===== src/pkg/ebsu_map.svh =====
// Constants for the execute, branch and skip unit
// Overview of operation
// - Set bits: OR mask, flags Z N V, 1 cycle
// - Clear bits: AND inverted mask, Z N V
// - Test: AND with itself, Z N V
// - Relative jump/call: PC+k+1, 2/3 cycles
// - Pointer jump: PC from Z, 2 cycles
// - Pointer call: PC from Z, 3 cycles
// - Compare-skip-equal skips next, no flags
// - Compares subtract, set Z N V C H
// - Skip on register bit clear or set
// - Skip on I/O bit clear or set
// - Generic flag branch on selected flag bit
// - Signed branches test N xor V
// - Unsigned use C, equal Z, sign N
// - Half-carry branches test H
// - Transfer-bit branches test T
// - Overflow branches test V
// - Interrupt-state branches test I
// - Load via X in 2 cycles, optional post-increment
`ifndef EBSU_MAP_SVH
`define EBSU_MAP_SVH
`define EBSU_FLAG_C 3'h0
`define EBSU_FLAG_Z 3'h1
`define EBSU_FLAG_N 3'h2
`define EBSU_FLAG_V 3'h3
`define EBSU_FLAG_S 3'h4
`define EBSU_FLAG_H 3'h5
`define EBSU_FLAG_T 3'h6
`define EBSU_FLAG_I 3'h7
`define EBSU_CYC_ONE 2'h1
`define EBSU_CYC_TWO 2'h2
`define EBSU_CYC_THREE 2'h3
`define EBSU_FLAGS_RST 8'h00
`endif


===== src/pkg/ebsu_pkg.sv =====
// Types for the execute, branch and skip unit
package ebsu_pkg;
  typedef enum logic [4:0] {
    OP_NOP, OP_SET_BITS_IMM, OP_CLEAR_BITS_IMM, OP_TEST_ZERO_MINUS,
    OP_RELATIVE_JUMP, OP_RELATIVE_SUBCALL, OP_POINTER_JUMP, OP_POINTER_CALL,
    OP_COMPARE_SKIP_EQUAL, OP_COMPARE_REGS, OP_COMPARE_WITH_CARRY, OP_COMPARE_IMMEDIATE,
    OP_SKIP_REG_BIT_CLEAR, OP_SKIP_REG_BIT_SET, OP_SKIP_IO_BIT_CLEAR, OP_SKIP_IO_BIT_SET,
    OP_BRANCH_FLAG_SET, OP_BRANCH_FLAG_CLEAR, OP_LOAD_INDIRECT, OP_LOAD_INDIRECT_INC
  } ebsu_op_t;

  // One decoded instruction with its operands
  typedef struct packed {
    ebsu_op_t    op;
    logic [7:0]  opA;
    logic [7:0]  opB;
    logic [7:0]  ioValue;
    logic [2:0]  bitSel;
    logic [11:0] offset;
    logic        nextIsTwoWord;
  } ebsu_req_t;

  typedef enum logic [1:0] {ST_IDLE, ST_WAIT} ebsu_state_t;
endpackage


===== src/rtl/ebsu_exec_unit.sv =====
// Execute stage for logic, compare, branch, skip and indirect load
`timescale 1ns/10ps
`include "ebsu_map.svh"
module ebsu_exec_unit #(
  parameter int PC_W = 12
) (
  input  wire logic              clk,
  input  wire logic              rst_n,
  input  wire logic              reqValid,
  input  ebsu_pkg::ebsu_req_t    req,
  input  wire logic [PC_W-1:0]   pcIn,
  input  wire logic [15:0]       zPointer,
  input  wire logic [15:0]       xPointer,
  input  wire logic [7:0]        memData,
  output logic                   busy,
  output logic                   done,
  output logic [PC_W-1:0]        pcOut,
  output logic                   pcLoad,
  output logic                   pushReturn,
  output logic [7:0]             result,
  output logic                   resultWrite,
  output logic [7:0]             flags,
  output logic [15:0]            memAddr,
  output logic                   memRead,
  output logic [15:0]            xNext,
  output logic                   xWrite
);
  import ebsu_pkg::*;

  // ----------------------------------------------------------------
  // Helpers
  // ----------------------------------------------------------------
  function automatic logic [PC_W-1:0] relTarget(input logic [PC_W-1:0] pc,
                                                input logic [11:0] k);
    logic [PC_W-1:0] ext;
    ext = PC_W'(signed'(k));
    return pc + ext + PC_W'(1);
  endfunction

  function automatic logic [7:0] logicFlags(input logic [7:0] f, input logic [7:0] r);
    logic [7:0] o;
    o = f;
    o[`EBSU_FLAG_Z] = (r == 8'h00);
    o[`EBSU_FLAG_N] = r[7];
    o[`EBSU_FLAG_V] = 1'b0;
    o[`EBSU_FLAG_S] = r[7];
    return o;
  endfunction

  // ----------------------------------------------------------------
  // Combinational execute
  // ----------------------------------------------------------------
  logic [7:0]      aluRes;
  logic [7:0]      nextFlags;
  logic            writeRes;
  logic            taken;
  logic            skip;
  logic [PC_W-1:0] target;
  logic [1:0]      cycles;
  logic [8:0]      diff;
  logic [7:0]      subB;
  logic            cin;

  always_comb begin
    aluRes    = 8'h00;
    nextFlags = flags;
    writeRes  = 1'b0;
    taken     = 1'b0;
    skip      = 1'b0;
    target    = pcIn + PC_W'(1);
    cycles    = `EBSU_CYC_ONE;
    subB      = (req.op == OP_COMPARE_IMMEDIATE) ? req.opB : req.opB;
    cin       = (req.op == OP_COMPARE_WITH_CARRY) ? flags[`EBSU_FLAG_C] : 1'b0;
    diff      = {1'b0, req.opA} - {1'b0, subB} - {8'h00, cin};
    case (req.op)
      OP_SET_BITS_IMM: begin
        aluRes = req.opA | req.opB;
        writeRes = 1'b1;
        nextFlags = logicFlags(flags, aluRes);
      end
      OP_CLEAR_BITS_IMM: begin
        aluRes = req.opA & ~req.opB;
        writeRes = 1'b1;
        nextFlags = logicFlags(flags, aluRes);
      end
      OP_TEST_ZERO_MINUS: begin
        aluRes = req.opA & req.opA;
        nextFlags = logicFlags(flags, aluRes);
      end
      OP_RELATIVE_JUMP: begin
        taken = 1'b1;
        cycles = `EBSU_CYC_TWO;
      end
      OP_RELATIVE_SUBCALL: begin
        taken = 1'b1;
        cycles = `EBSU_CYC_THREE;
      end
      OP_POINTER_JUMP: begin
        target = zPointer[PC_W-1:0];
        cycles = `EBSU_CYC_TWO;
      end
      OP_POINTER_CALL: begin
        target = zPointer[PC_W-1:0];
        cycles = `EBSU_CYC_THREE;
      end
      OP_COMPARE_SKIP_EQUAL: skip = (req.opA == req.opB);
      OP_COMPARE_REGS, OP_COMPARE_WITH_CARRY, OP_COMPARE_IMMEDIATE: begin
        aluRes = diff[7:0];
        nextFlags[`EBSU_FLAG_C] = diff[8];
        nextFlags[`EBSU_FLAG_N] = diff[7];
        nextFlags[`EBSU_FLAG_V] = (req.opA[7] & ~subB[7] & ~diff[7]) |
                                  (~req.opA[7] & subB[7] & diff[7]);
        nextFlags[`EBSU_FLAG_S] = nextFlags[`EBSU_FLAG_N] ^ nextFlags[`EBSU_FLAG_V];
        nextFlags[`EBSU_FLAG_H] = (~req.opA[3] & subB[3]) | (subB[3] & diff[3]) |
                                  (diff[3] & ~req.opA[3]);
        // Carry form keeps Z only when the result is zero, else clears it
        if (req.op == OP_COMPARE_WITH_CARRY)
          nextFlags[`EBSU_FLAG_Z] = (diff[7:0] == 8'h00) & flags[`EBSU_FLAG_Z];
        else
          nextFlags[`EBSU_FLAG_Z] = (diff[7:0] == 8'h00);
      end
      OP_SKIP_REG_BIT_CLEAR: skip = ~req.opA[req.bitSel];
      OP_SKIP_REG_BIT_SET:   skip = req.opA[req.bitSel];
      OP_SKIP_IO_BIT_CLEAR:  skip = ~req.ioValue[req.bitSel];
      OP_SKIP_IO_BIT_SET:    skip = req.ioValue[req.bitSel];
      // Named branches (signed, unsigned, H, T, V, I) map to these two with bitSel
      OP_BRANCH_FLAG_SET: begin
        taken = flags[req.bitSel];
        cycles = taken ? `EBSU_CYC_TWO : `EBSU_CYC_ONE;
      end
      OP_BRANCH_FLAG_CLEAR: begin
        taken = ~flags[req.bitSel];
        cycles = taken ? `EBSU_CYC_TWO : `EBSU_CYC_ONE;
      end
      OP_LOAD_INDIRECT, OP_LOAD_INDIRECT_INC: cycles = `EBSU_CYC_TWO;
      default: cycles = `EBSU_CYC_ONE;
    endcase
    if (taken)
      target = relTarget(pcIn, req.offset);
    if (skip) begin
      // Skipping a two-word instruction costs one more cycle
      target = pcIn + (req.nextIsTwoWord ? PC_W'(3) : PC_W'(2));
      cycles = req.nextIsTwoWord ? `EBSU_CYC_THREE : `EBSU_CYC_TWO;
    end
  end

  // ----------------------------------------------------------------
  // Cycle sequencing
  // ----------------------------------------------------------------
  ebsu_state_t state;
  logic [1:0]  remain;
  ebsu_op_t    heldOp;
  logic        start;
  assign start = reqValid && (state == ST_IDLE);

  always_ff @(posedge clk or negedge rst_n) begin
    if (!rst_n) begin
      state  <= ST_IDLE;
      remain <= 2'h0;
      heldOp <= OP_NOP;
      busy   <= 1'b0;
    end else begin
      case (state)
        ST_IDLE: if (start && cycles != `EBSU_CYC_ONE) begin
          state  <= ST_WAIT;
          remain <= cycles - 2'h1;
          heldOp <= req.op;
          busy   <= 1'b1;
        end
        ST_WAIT: begin
          remain <= remain - 2'h1;
          if (remain == 2'h1) begin
            state <= ST_IDLE;
            busy  <= 1'b0;
          end
        end
        default: state <= ST_IDLE;
      endcase
    end
  end

  // Done marks the last cycle of every instruction
  always_ff @(posedge clk or negedge rst_n) begin
    if (!rst_n)
      done <= 1'b0;
    else
      done <= (start && cycles == `EBSU_CYC_ONE) || (state == ST_WAIT && remain == 2'h1);
  end

  // ----------------------------------------------------------------
  // Results, flags and program counter
  // ----------------------------------------------------------------
  always_ff @(posedge clk or negedge rst_n) begin
    if (!rst_n) begin
      flags       <= `EBSU_FLAGS_RST;
      result      <= 8'h00;
      resultWrite <= 1'b0;
    end else begin
      resultWrite <= 1'b0;
      if (start) begin
        flags <= nextFlags;
        if (writeRes) begin
          result      <= aluRes;
          resultWrite <= 1'b1;
        end
      end else if (state == ST_WAIT && remain == 2'h1 &&
                   (heldOp == OP_LOAD_INDIRECT || heldOp == OP_LOAD_INDIRECT_INC)) begin
        result      <= memData;
        resultWrite <= 1'b1;
      end
    end
  end

  always_ff @(posedge clk or negedge rst_n) begin
    if (!rst_n) begin
      pcOut      <= '0;
      pcLoad     <= 1'b0;
      pushReturn <= 1'b0;
    end else begin
      pcLoad     <= start;
      pushReturn <= start && (req.op == OP_RELATIVE_SUBCALL || req.op == OP_POINTER_CALL);
      if (start)
        pcOut <= target;
    end
  end

  always_ff @(posedge clk or negedge rst_n) begin
    if (!rst_n) begin
      memAddr <= 16'h0000;
      memRead <= 1'b0;
      xNext   <= 16'h0000;
      xWrite  <= 1'b0;
    end else begin
      memRead <= start && (req.op == OP_LOAD_INDIRECT || req.op == OP_LOAD_INDIRECT_INC);
      xWrite  <= start && (req.op == OP_LOAD_INDIRECT_INC);
      if (start) begin
        memAddr <= xPointer;
        xNext   <= xPointer + 16'h0001;
      end
    end
  end

  // ----------------------------------------------------------------
  // Checks
  // ----------------------------------------------------------------
  set_bits_or_a: assert property (@(posedge clk) disable iff (!rst_n)
    start && req.op == OP_SET_BITS_IMM |=> resultWrite && result == $past(req.opA | req.opB))
    else $error("set bits result wrong");
  clear_bits_and_a: assert property (@(posedge clk) disable iff (!rst_n)
    start && req.op == OP_CLEAR_BITS_IMM |=> result == $past(req.opA & ~req.opB))
    else $error("clear bits result wrong");
  test_no_write_a: assert property (@(posedge clk) disable iff (!rst_n)
    start && req.op == OP_TEST_ZERO_MINUS |=> !resultWrite &&
      flags[`EBSU_FLAG_Z] == ($past(req.opA) == 8'h00))
    else $error("test altered register or Z wrong");
  rel_call_len_a: assert property (@(posedge clk) disable iff (!rst_n)
    start && req.op == OP_RELATIVE_SUBCALL |=> pushReturn ##0 !done ##1 !done ##1 done)
    else $error("relative call length wrong");
  ptr_jump_flags_a: assert property (@(posedge clk) disable iff (!rst_n)
    start && req.op == OP_POINTER_JUMP |=> $stable(flags) && pcOut == $past(zPointer[PC_W-1:0]))
    else $error("pointer jump wrong");
  ptr_call_len_a: assert property (@(posedge clk) disable iff (!rst_n)
    start && req.op == OP_POINTER_CALL |=> busy [*2] ##1 !busy)
    else $error("pointer call length wrong");
  skip_equal_a: assert property (@(posedge clk) disable iff (!rst_n)
    start && req.op == OP_COMPARE_SKIP_EQUAL && req.opA == req.opB && !req.nextIsTwoWord
      |=> pcOut == $past(pcIn) + PC_W'(2) && $stable(flags))
    else $error("skip equal target wrong");
  compare_carry_a: assert property (@(posedge clk) disable iff (!rst_n)
    start && req.op == OP_COMPARE_REGS |=> flags[`EBSU_FLAG_C] == ($past(req.opA) < $past(req.opB)))
    else $error("compare carry wrong");
  branch_time_a: assert property (@(posedge clk) disable iff (!rst_n)
    start && req.op == OP_BRANCH_FLAG_SET && !flags[req.bitSel] |=> done && !busy)
    else $error("untaken branch not one cycle");
  load_inc_a: assert property (@(posedge clk) disable iff (!rst_n)
    start && req.op == OP_LOAD_INDIRECT_INC |=> xWrite && xNext == $past(xPointer) + 16'h0001
      ##1 resultWrite && done)
    else $error("load post-increment wrong");
endmodule


===== config.mk =====
export PLATFORM = sky130hd
export DESIGN_NAME = ebsu_exec_unit
export DESIGN_NICKNAME = d
export VERILOG_FILES = /design/src/pkg/ebsu_pkg.sv /design/src/rtl/ebsu_exec_unit.sv
export VERILOG_INCLUDE_DIRS = /design/src /design/src/pkg
export SDC_FILE = /design/constraint.sdc
export NUM_CORES = 1
export LEC_CHECK = 0
export ABC_AREA = 0
export BUFFER_PORTS_ARGS = -buffer_cell sky130_fd_sc_hd__buf_2
export CORE_ASPECT_RATIO = 1.25
export CORE_UTILIZATION = 53
export DETAILED_ROUTE_END_ITERATION = 6
export GPL_TIMING_DRIVEN = 0
export MAX_ROUTING_LAYER = met4
export PLACE_DENSITY = 0.85
export SLEW_MARGIN = 0
export SYNTH_ARGS = -nofsm -noshare
export SYNTH_HDL_FRONTEND = slang
export SYNTH_SLANG_ARGS = --single-unit

===== constraint.sdc =====
create_clock -name clk -period 2.9 [get_ports clk]
set_input_delay 0 -clock clk [delete_from_list [all_inputs] [get_ports clk]]
set_output_delay 0 -clock clk [all_outputs]
set_load 0.01 [all_outputs]

==> results.sh, run 1 <==
export IMPL_outcome="complete, but fails checks"
export IMPL_violations="setup timing"
export IMPL_report_final_setup_viol=1
export IMPL_grt_pass1_wl_um=26900
export IMPL_synth_cells=669
export IMPL_crit_path_max_incr_delay_ns=0.43
export IMPL_arrival_ns=3.11
export IMPL_ys_seq_area_share_pct=31.1
export IMPL_grt_pass1_vias=5658
export IMPL_coreArea_um2=10500
export IMPL_grt_max_degree=72
export IMPL_crit_fanout=4
export IMPL_hold_viol=0
export IMPL_cp_slowest_cell="dfrtp_2"
export IMPL_worst_path_buf_inv=1
export IMPL_slew_headroom_pct=35.6
export IMPL_cap_viol_max_count=0
export IMPL_period_share_pct=100
export IMPL_tightest_slew_ns=0.957
export IMPL_max_freq_ghz=0.345
export IMPL_cts_buffers=9
export IMPL_synth_top_family_by_area="simple AND/OR/NAND/NOR gates"
export IMPL_dpl_cell_area_um2=6670
export IMPL_crit_required_ns=3.11
export IMPL_cts_clk_slew_worst_paths_ns=0.06
export IMPL_pre_cts_ws_ns=-0.545
export IMPL_ant_nets=0
export IMPL_antenna_found_initial=0
export IMPL_dieArea_um2=11200
export IMPL_avgSynthCellArea_um2=8.53
export IMPL_cp_end_kind="flop"
export IMPL_synthArstFlopShare_pct=100
export IMPL_cts_max_level=3
export IMPL_wl_um=16800
export IMPL_cts_tree="built"
export IMPL_multi_input_area_um2=3650
export IMPL_synthXorXnorAreaFrac_pct=8.11
export IMPL_grt_overflow_total=0
export IMPL_synth_compound_area_share_pct=16.7
export IMPL_first_pass_iters=5
export IMPL_rows=42
export IMPL_synthAdderAreaFrac_pct=11.8
export IMPL_gp_congestion=0.908
export IMPL_drive_gt1_share_pct=25.4
export IMPL_cts_sinks=71
export IMPL_die_w_um=94.8
export IMPL_synth_simple_area_share_pct=19.9
export IMPL_path_cells="nand4_1 -> fa_2 -> ha_1 -> a211o_1 -> a21boi_2 -> nor4b_2 -> nor3_2 -> buf_4 -> o21ai_0 -> a22oi_1 -> a21oi_1"
export IMPL_post_dp_hpwl_um=12600
export IMPL_viasPerCell=5.87
export IMPL_mappedNetlistArea_um2=5710
export IMPL_yosysUniqueCellTypes=65
export IMPL_power_density_nw_per_um2=683
export IMPL_ys_flop_type="dfrtp_1"
export IMPL_drcViolationCount=0
export IMPL_initial_core_util_pct=54.3
export IMPL_yosys_warnings=0
export IMPL_period_needed_ns=2.90
export IMPL_insertion_delay_ns=0.33
export IMPL_fin_ws_ns=-0.00161
export IMPL_hp_class="in2reg"
export IMPL_nNetsFinal=1010
export IMPL_crit_type="reg2reg"
export IMPL_antennaDiodeCount=0
export IMPL_fill_cells=871
export IMPL_fin_skew_ns=0.00475
export IMPL_vias=5843
export IMPL_ir_worst_vdd_mv=0.351
export IMPL_start_kind="flop"
export IMPL_synth_enable_flop_cells=0
export IMPL_portBuffers=158
export IMPL_seq_area_um2=1780
export IMPL_muxShareOfSynthArea_pct=6.95
export IMPL_drtIter0Drc=391
export IMPL_cp_top_family="compound AO/OA/AOI/OAI gates"
export IMPL_area_growth_syn_to_layout_pct=26.2
export IMPL_utilization_pct=68.5
export IMPL_pin_count=167
export IMPL_cts_root_buf="clkbuf_16"
export IMPL_slew_violations=0
export IMPL_avgRoutedWirePerCell_um=16.9
export IMPL_die_height_um=118
export IMPL_leakage_nw=3.47
export IMPL_gr_usage_all_layers_pct=31.7
export IMPL_final_cell_area_um2=7200
export IMPL_rrSetupSlack_ns=-0.002
export IMPL_yosys_register_bits=71
export IMPL_cts_max_path_buffers=2
export IMPL_hold_slack_ns=0.00488
-- where the power goes --
part           switching [mW]  internal (mW)
Clock                   0.438          0.758
Sequential              0.276           1.43
Combinational            1.17          0.850
Total                    1.88           3.03
-- per-layer routing --
| metal | GRT usage (%) | up-vias | share of wire (%) |
|---|---|---|---|
| met3 | 4.78 | 90 | 7.0 |
| met1 | 35.2 | 2723 | 37 |
| li1 | - | 2727 | - |
| met5 | - | - | 0 |
| met2 | 53.9 | 303 | 50 |
| met4 | 16.2 | 0 | 5.5 |
-- placed cells by master (no fill, tap or decap), types with 4 or more instances in the layout --
cell,instances
xor2_1,23
buf_2,165
xnor2_1,28
a21oi_1,34
nand2b_1,10
mux2i_1,27
nor3_2,7
and3_1,6
o21ai_1,8
mux2_2,6
nor4_1,8
a21o_1,5
nor3_1,6
buf_4,6
nand3_1,20
a31oi_1,4
o21ai_0,31
a22oi_1,16
nand2_1,102
clkbuf_16,9
o22ai_1,9
o211ai_1,5
dlygate4sd3_1,16
nand4_1,9
inv_1,34
clkbuf_1,22
nor2_1,48
o21a_1,4
dfrtp_1,70
ha_1,49
o2111ai_1,7
-- final timing paths --
kind	startpoint	endpoint	cells after the start
max in group asynchronous	rst_n	flags[0]	2
worst min-delay path	memData[0]	result[0]	3
worst min register to register	memAddr[14]	memAddr[14]	2
worst max register to register	flags[0]	result[7]	11
min in group asynchronous	rst_n	pcOut[2]	2
worst max-delay path	flags[0]	result[7]	11
-- through the flow --
step           power, mW  cells   TNS, ns
2_1_floorplan       2.83    670         0
3_3_place_gp        3.59    960     -3.28
3_5_place_dp        3.66    960     -4.13
4_1_cts             4.90    994         0
5_1_grt             5.22    995   -0.0180
6_report            4.92    995  -0.00161
-- cells by family (layout without fill, tap and decap cells) --
group,after synthesis,in the layout
AOI/OAI and AO/OA,145,145
buffers and inverters,72,265
xor gates and xnor gates,52,52
adders and majority gates,52,52
DFF,71,71
muxes,36,36
and+or+nand+nor,240,240
other,1,2
-- Yosys cell counts, drive strengths merged (4+ instances only) --
cell type	n	area share (%)
a31oi	4	0.44
dfrtp	71	31
nand3	20	1.8
ha	49	11
nor2	49	3.2
xnor2	29	4.6
inv	36	2.4
nor4b	4	0.61
nor4	8	0.88
o21a	4	0.53
nand4	9	0.99
mux2	6	1.2
mux2i	28	5.0
a21o	5	0.66
a22oi	16	2.1
a21oi	34	3.0
o22ai	9	0.99
clkbuf	22	1.4
o211ai	5	0.66
o21ai	39	3.4
nand2	102	6.7
nor3	13	1.6
and3	6	0.66
xor2	23	3.5
or2	4	0.44
nand2b	10	1.1
buf	14	1.5
o2111ai	7	1.1
-- registers in the layout, summed over array words and instances, names as in the netlist --
register	flops
memAddr	16
xNext	16
pcOut	12
result	8
flags	6
heldOp	4
remain	2
busy	1
done	1
memRead	1
pcLoad	1
pushReturn	1
resultWrite	1
xWrite	1
-- worst min-delay path: cells and delay by family --
family | cells | cell delay [ns]
AO/OA/AOI/OAI | 2 | 0.21
buffers and inverters | 1 | 0.08
-- area by class of cell --
| class | count | share of cell area, % |
|---|---|---|
| buffer | 36 | 2.35 |
| clock buffer | 10 | 3.18 |
| clock inverter | 6 | 1.29 |
| inverter | 36 | 1.88 |
| multi-input combinational | 527 | 50.8 |
| sequential | 71 | 24.7 |
| tap | 132 | 2.29 |
| timing repair buffer | 177 | 13.6 |
-- repair_timing --
| item | in CTS | in global routing |
|---|---|---|
| setup buffers | 2 | 1 |
| setup endpoints to repair | 4 | 11 |
| gates resized for setup | 2 | 5 |
| hold endpoints to repair | 88 | 0 |
| gates cloned | 0 | 0 |
| pin swaps | 1 | 2 |
| hold buffers | 16 | 0 |
Note: power is estimated with default switching activity, not from simulation.
==> inputs of run 2 (changes only) <==
CORE_ASPECT_RATIO = 1.5   (was 1.25)
HOLD_SLACK_MARGIN = 0.05   (was default)
==> results.sh, run 2 (synthesis results as in run 1) <==
export IMPL_arrival_ns=2.98
export IMPL_tightest_slew_ns=0.931
export IMPL_rrSetupSlack_ns=0.12
export IMPL_cts_max_level=3
export IMPL_r2r_end="result[7]"
export IMPL_antenna_found_initial=0
export IMPL_first_pass_iters=5
export IMPL_start_kind="flop"
export IMPL_post_dp_hpwl_um=12800
export IMPL_dieArea_um2=11200
export IMPL_ant_nets=0
export IMPL_slew_violations=0
export IMPL_cp_top_family="compound AO/OA/AOI/OAI gates"
export IMPL_grt_pass1_vias=5850
export IMPL_fin_skew_ns=0.00567
export IMPL_crit_path_max_incr_delay_ns=0.43
export IMPL_drcViolationCount=0
export IMPL_gr_usage_all_layers_pct=31.7
export IMPL_grt_max_degree=72
export IMPL_drive_gt1_share_pct=24.9
export IMPL_leakage_nw=3.50
export IMPL_min_from="req[0]"
export IMPL_insertion_delay_ns=0.33
export IMPL_whs_path_depth=3
export IMPL_final_cell_mix="165 x buf_2, 102 x nand2_1, 70 x dfrtp_1, 49 x ha_1, 48 x nor2_1"
export IMPL_layout_top_registers="memAddr: 16 flops, xNext: 16 flops, pcOut: 12 flops"
export IMPL_path_cells="nand4_1 -> fa_2 -> ha_1 -> a211o_1 -> a21boi_2 -> nor4b_2 -> nor3_2 -> buf_4 -> o21ai_1 -> a22oi_1 -> a21oi_1"
export IMPL_pre_cts_ws_ns=-0.531
export IMPL_drtIter0Drc=325
export IMPL_period_share_pct=95.8
export IMPL_worst_path_buf_inv=1
export IMPL_power_density_nw_per_um2=673
export IMPL_crit_fanout=4
export IMPL_die_w_um=86.7
export IMPL_die_height_um=129
export IMPL_cts_buffers=9
export IMPL_cts_tree="built"
export IMPL_hold_viol=0
export IMPL_rows=46
export IMPL_cp_slowest_cell="dfrtp_2"
export IMPL_wl_um=17000
export IMPL_antennaDiodeCount=0
export IMPL_ir_worst_vdd_mv=0.321
export IMPL_nNetsFinal=1019
export IMPL_holdPathEnd="remain[0]"
export IMPL_avgRoutedWirePerCell_um=16.8
export IMPL_slew_headroom_pct=37.4
export IMPL_r2r_start="flags[0]"
export IMPL_coreArea_um2=10500
export IMPL_rr_worst_depth=11
export IMPL_portBuffers=158
export IMPL_period_needed_ns=2.78
export IMPL_tns_ns=0
export IMPL_max_freq_ghz=0.360
export IMPL_crit_type="reg2reg"
export IMPL_vias=5859
export IMPL_grt_overflow_total=0
export IMPL_fill_cells=836
export IMPL_viasPerCell=5.77
export IMPL_report_final_setup_viol=0
export IMPL_cp_end_kind="flop"
export IMPL_cts_root_buf="clkbuf_16"
export IMPL_gp_congestion=0.929
export IMPL_crit_required_ns=3.11
export IMPL_final_common_cell="buf_2"
export IMPL_cts_max_path_buffers=2
export IMPL_grt_pass1_wl_um=26800
export IMPL_cts_sinks=71
export IMPL_cts_clk_slew_worst_paths_ns=0.06
export IMPL_hp_class="in2reg"
export IMPL_fin_ws_ns=0.121
export IMPL_cap_viol_max_count=0
export IMPL_pin_count=167
export IMPL_rsz0062_at_grt="true"
export IMPL_outcome="finished, final reports clean"
export IMPL_initial_core_util_pct=54.2
export IMPL_area_growth_syn_to_layout_pct=27.9
[run 2: what timing repair did]
item / in CTS / in global routing
gates resized for setup: 2 / 6
endpoints found under the hold margin: 111 / 0
setup endpoints to repair: 4 / 11
hold buffers: 26 / 0
pin swaps: 1 / 2
setup buffers: 2 / 0
[run 2: report_power, final]
group	total [mW]	internal (mW)	switching [mW]	leakage, nW
Combinational	2.03	0.855	1.18	2.49
Sequential	1.71	1.43	0.279	0.860
Clock	1.17	0.755	0.416	0.150
Total	4.91	3.04	1.87	3.50
[run 2: tightest hold or removal path: stages]
cell and delay, ns:
buf_2 0.11, o22a_1 0.17, o31ai_2 0.07
[run 2: per-layer routing]
| layer | wire length [um] | part of all wire (%) | global-route usage (%) |
|---|---|---|---|
| met1 | 6100 | 36 | 31.1 |
| met2 | 8960 | 53 | 58.5 |
| met3 | 991 | 5.8 | 4.78 |
| met4 | 984 | 5.8 | 18.3 |
| met5 | 0 | 0 | - |
[run 2: how the worst max path moves through the flow]
| stage | to | start | depth (start not counted) | slack [ns] |
|---|---|---|---|---|
| 6_report | result[7] | flags[0] | 11 | 0.12 |
| 5_1_grt | result[7] | flags[0] | 11 | 0.03 |
| 4_1_cts | result[7] | flags[0] | 11 | 0.01 |
| 3_5_place_dp | result[7] | req[41] | 13 | -0.53 |
| 3_3_place_gp | result[7] | req[41] | 13 | -0.52 |
| 2_1_floorplan | flags[2] | req[41] | 12 | 0.12 |
[run 2: stage by stage]
step	area, um^2	hold slack (ns)	utilization (%)	std cells	total power [mW]
after floorplan	5710	-0.296	-	670	2.83
after global placement	6690	0.230	63.5	972	3.58
after detailed placement	6690	0.181	63.5	972	3.66
after CTS	7280	0.0586	69.1	1016	4.87
after global routing	7300	0.0862	69.3	1016	5.22
final	7300	0.0666	69.3	1016	4.91
[run 2: layout make-up]
| cell class | count | area (um^2) | share of cell area [%] |
|---|---|---|---|
| multi-input combinational | 527 | 3650 | 50.1 |
| timing repair buffer | 186 | 1070 | 14.6 |
| inverter | 36 | 135 | 1.85 |
| clock inverter | 5 | 81.3 | 1.11 |
| clock buffer | 11 | 233 | 3.19 |
| tap | 144 | 180 | 2.47 |
| buffer | 36 | 169 | 2.31 |
| sequential | 71 | 1780 | 24.4 |
==> inputs of run 3 (changes only) <==
RECOVER_POWER = 50   (was default)
==> results.sh, run 3 (synthesis results as in run 1) <==
export IMPL_outcome="finished, final reports clean"
export IMPL_dieArea_um2=11200
export IMPL_crit_required_ns=3.11
export IMPL_fill_cells=869
export IMPL_fin_skew_ns=0.00614
export IMPL_rows=46
export IMPL_grt_pass1_wl_um=26800
export IMPL_ant_nets=0
export IMPL_die_w_um=86.7
export IMPL_fin_ws_ns=0.131
export IMPL_hp_class="in2reg"
export IMPL_cap_viol_max_count=0
export IMPL_hold_viol=0
export IMPL_grt_overflow_total=0
export IMPL_report_final_setup_viol=0
export IMPL_cts_buffers=9
export IMPL_arrival_ns=2.97
export IMPL_grt_pass1_vias=5850
export IMPL_max_freq_ghz=0.361
export IMPL_wl_um=17100
export IMPL_power_density_nw_per_um2=668
export IMPL_antennaDiodeCount=0
export IMPL_period_share_pct=95.5
export IMPL_crit_start="flags[0]"
export IMPL_cts_sinks=71
export IMPL_crit_type="reg2reg"
export IMPL_leakage_nw=3.31
export IMPL_r2r_start="flags[0]"
export IMPL_drive_gt1_share_pct=17.8
export IMPL_post_dp_hpwl_um=12800
export IMPL_rr_worst_depth=11
export IMPL_gr_usage_all_layers_pct=31.7
export IMPL_holdPathEnd="remain[0]"
export IMPL_nNetsFinal=1019
export IMPL_cts_tree="built"
export IMPL_whs_path_depth=3
export IMPL_rrSetupSlack_ns=0.13
export IMPL_drtIter0Drc=315
export IMPL_first_pass_iters=5
export IMPL_r2r_end="result[7]"
export IMPL_cts_max_level=3
export IMPL_period_needed_ns=2.77
export IMPL_area_growth_syn_to_layout_pct=26.6
export IMPL_cp_end_kind="flop"
export IMPL_gp_congestion=0.929
export IMPL_initial_core_util_pct=54.2
export IMPL_total_power_mw=4.82
export IMPL_start_kind="flop"
export IMPL_antenna_found_initial=0
export IMPL_grt_max_degree=72
export IMPL_cts_max_path_buffers=2
export IMPL_portBuffers=158
export IMPL_insertion_delay_ns=0.33
export IMPL_crit_fanout=4
export IMPL_cts_clk_slew_worst_paths_ns=0.06
export IMPL_rsz0062_at_grt="true"
export IMPL_coreArea_um2=10500
export IMPL_slew_headroom_pct=38.4
export IMPL_drcViolationCount=0
export IMPL_final_cell_mix="103 x buf_2, 102 x nand2_1, 85 x clkbuf_1, 70 x dfrtp_1, 49 x ha_1"
export IMPL_layout_top_registers="memAddr: 16 flops, xNext: 16 flops, pcOut: 12 flops"
export IMPL_min_from="req[0]"
export IMPL_tightest_slew_ns=0.915
export IMPL_viasPerCell=5.74
export IMPL_cts_root_buf="clkbuf_16"
export IMPL_avgRoutedWirePerCell_um=16.8
export IMPL_pin_count=167
export IMPL_final_common_cell="buf_2"
export IMPL_die_height_um=129
export IMPL_ir_worst_vdd_mv=0.318
export IMPL_vias=5832
export IMPL_slew_violations=0
export IMPL_pre_cts_ws_ns=-0.531
## run 3: worst max-delay path by stage
stage                           end  slack [ns]  cells past startpoint
after global placement    result[7]       -0.52                     13
after floorplan            flags[2]        0.12                     12
after detailed placement  result[7]       -0.53                     13
after CTS                 result[7]        0.01                     11
final                     result[7]        0.13                     11
after global routing      result[7]        0.03                     11
## run 3: per-layer routing
layer	GRT usage [%]	part of all wire (%)
met1	31.1	36
met2	58.5	53
met3	4.78	5.7
met4	18.3	5.2
met5	-	0
## run 3: what timing repair did
item / 4_1_cts / 5_1_grt
resized for setup: 2 / 6
setup buffers: 2 / 0
setup endpoints to repair: 4 / 11
pin swaps: 1 / 2
hold buffers: 26 / 0
hold endpoints to repair: 111 / 0
## run 3: worst max-delay path, stage by stage, from the launching register on
cell and delay, ns:
dfrtp_2 0.43, nand4_1 0.16, fa_2 0.40, ha_1 0.29, a211o_1 0.34, a21boi_2 0.19, nor4b_2 0.08, nor3_2 0.15
buf_4 0.16, o21ai_1 0.09, a22oi_1 0.25, a21oi_1 0.10
## run 3: final cells by class
cell class | instances | area, um^2 | area share [%]
flip-flops and latches | 71 | 1780 | 24.6
repair buffers | 186 | 991 | 13.7
well taps | 144 | 180 | 2.49
clock buffers | 11 | 233 | 3.22
plain buffers | 36 | 169 | 2.34
multi-input cells | 527 | 3650 | 50.6
inverters | 36 | 135 | 1.87
clock inverters | 5 | 81.3 | 1.13
## run 3: where the power goes
part / internal, mW / switching [mW] / leakage, nW
sequential: 1.43 / 0.291 / 0.860
combinational: 0.754 / 1.18 / 2.30
clock: 0.755 / 0.415 / 0.150
total: 2.94 / 1.89 / 3.31
## run 3: metrics by stage
stage          hold WS (ns)  utilization [%]  instances  TNS (ns)  instance area [um^2]
2_1_floorplan        -0.296                -        670         0                  5710
3_3_place_gp          0.230             63.5        972     -3.63                  6690
3_5_place_dp          0.181             63.5        972     -3.95                  6690
4_1_cts              0.0586             69.1       1016         0                  7280
5_1_grt              0.0862             68.6       1016         0                  7220
6_report             0.0631             68.6       1016         0                  7220
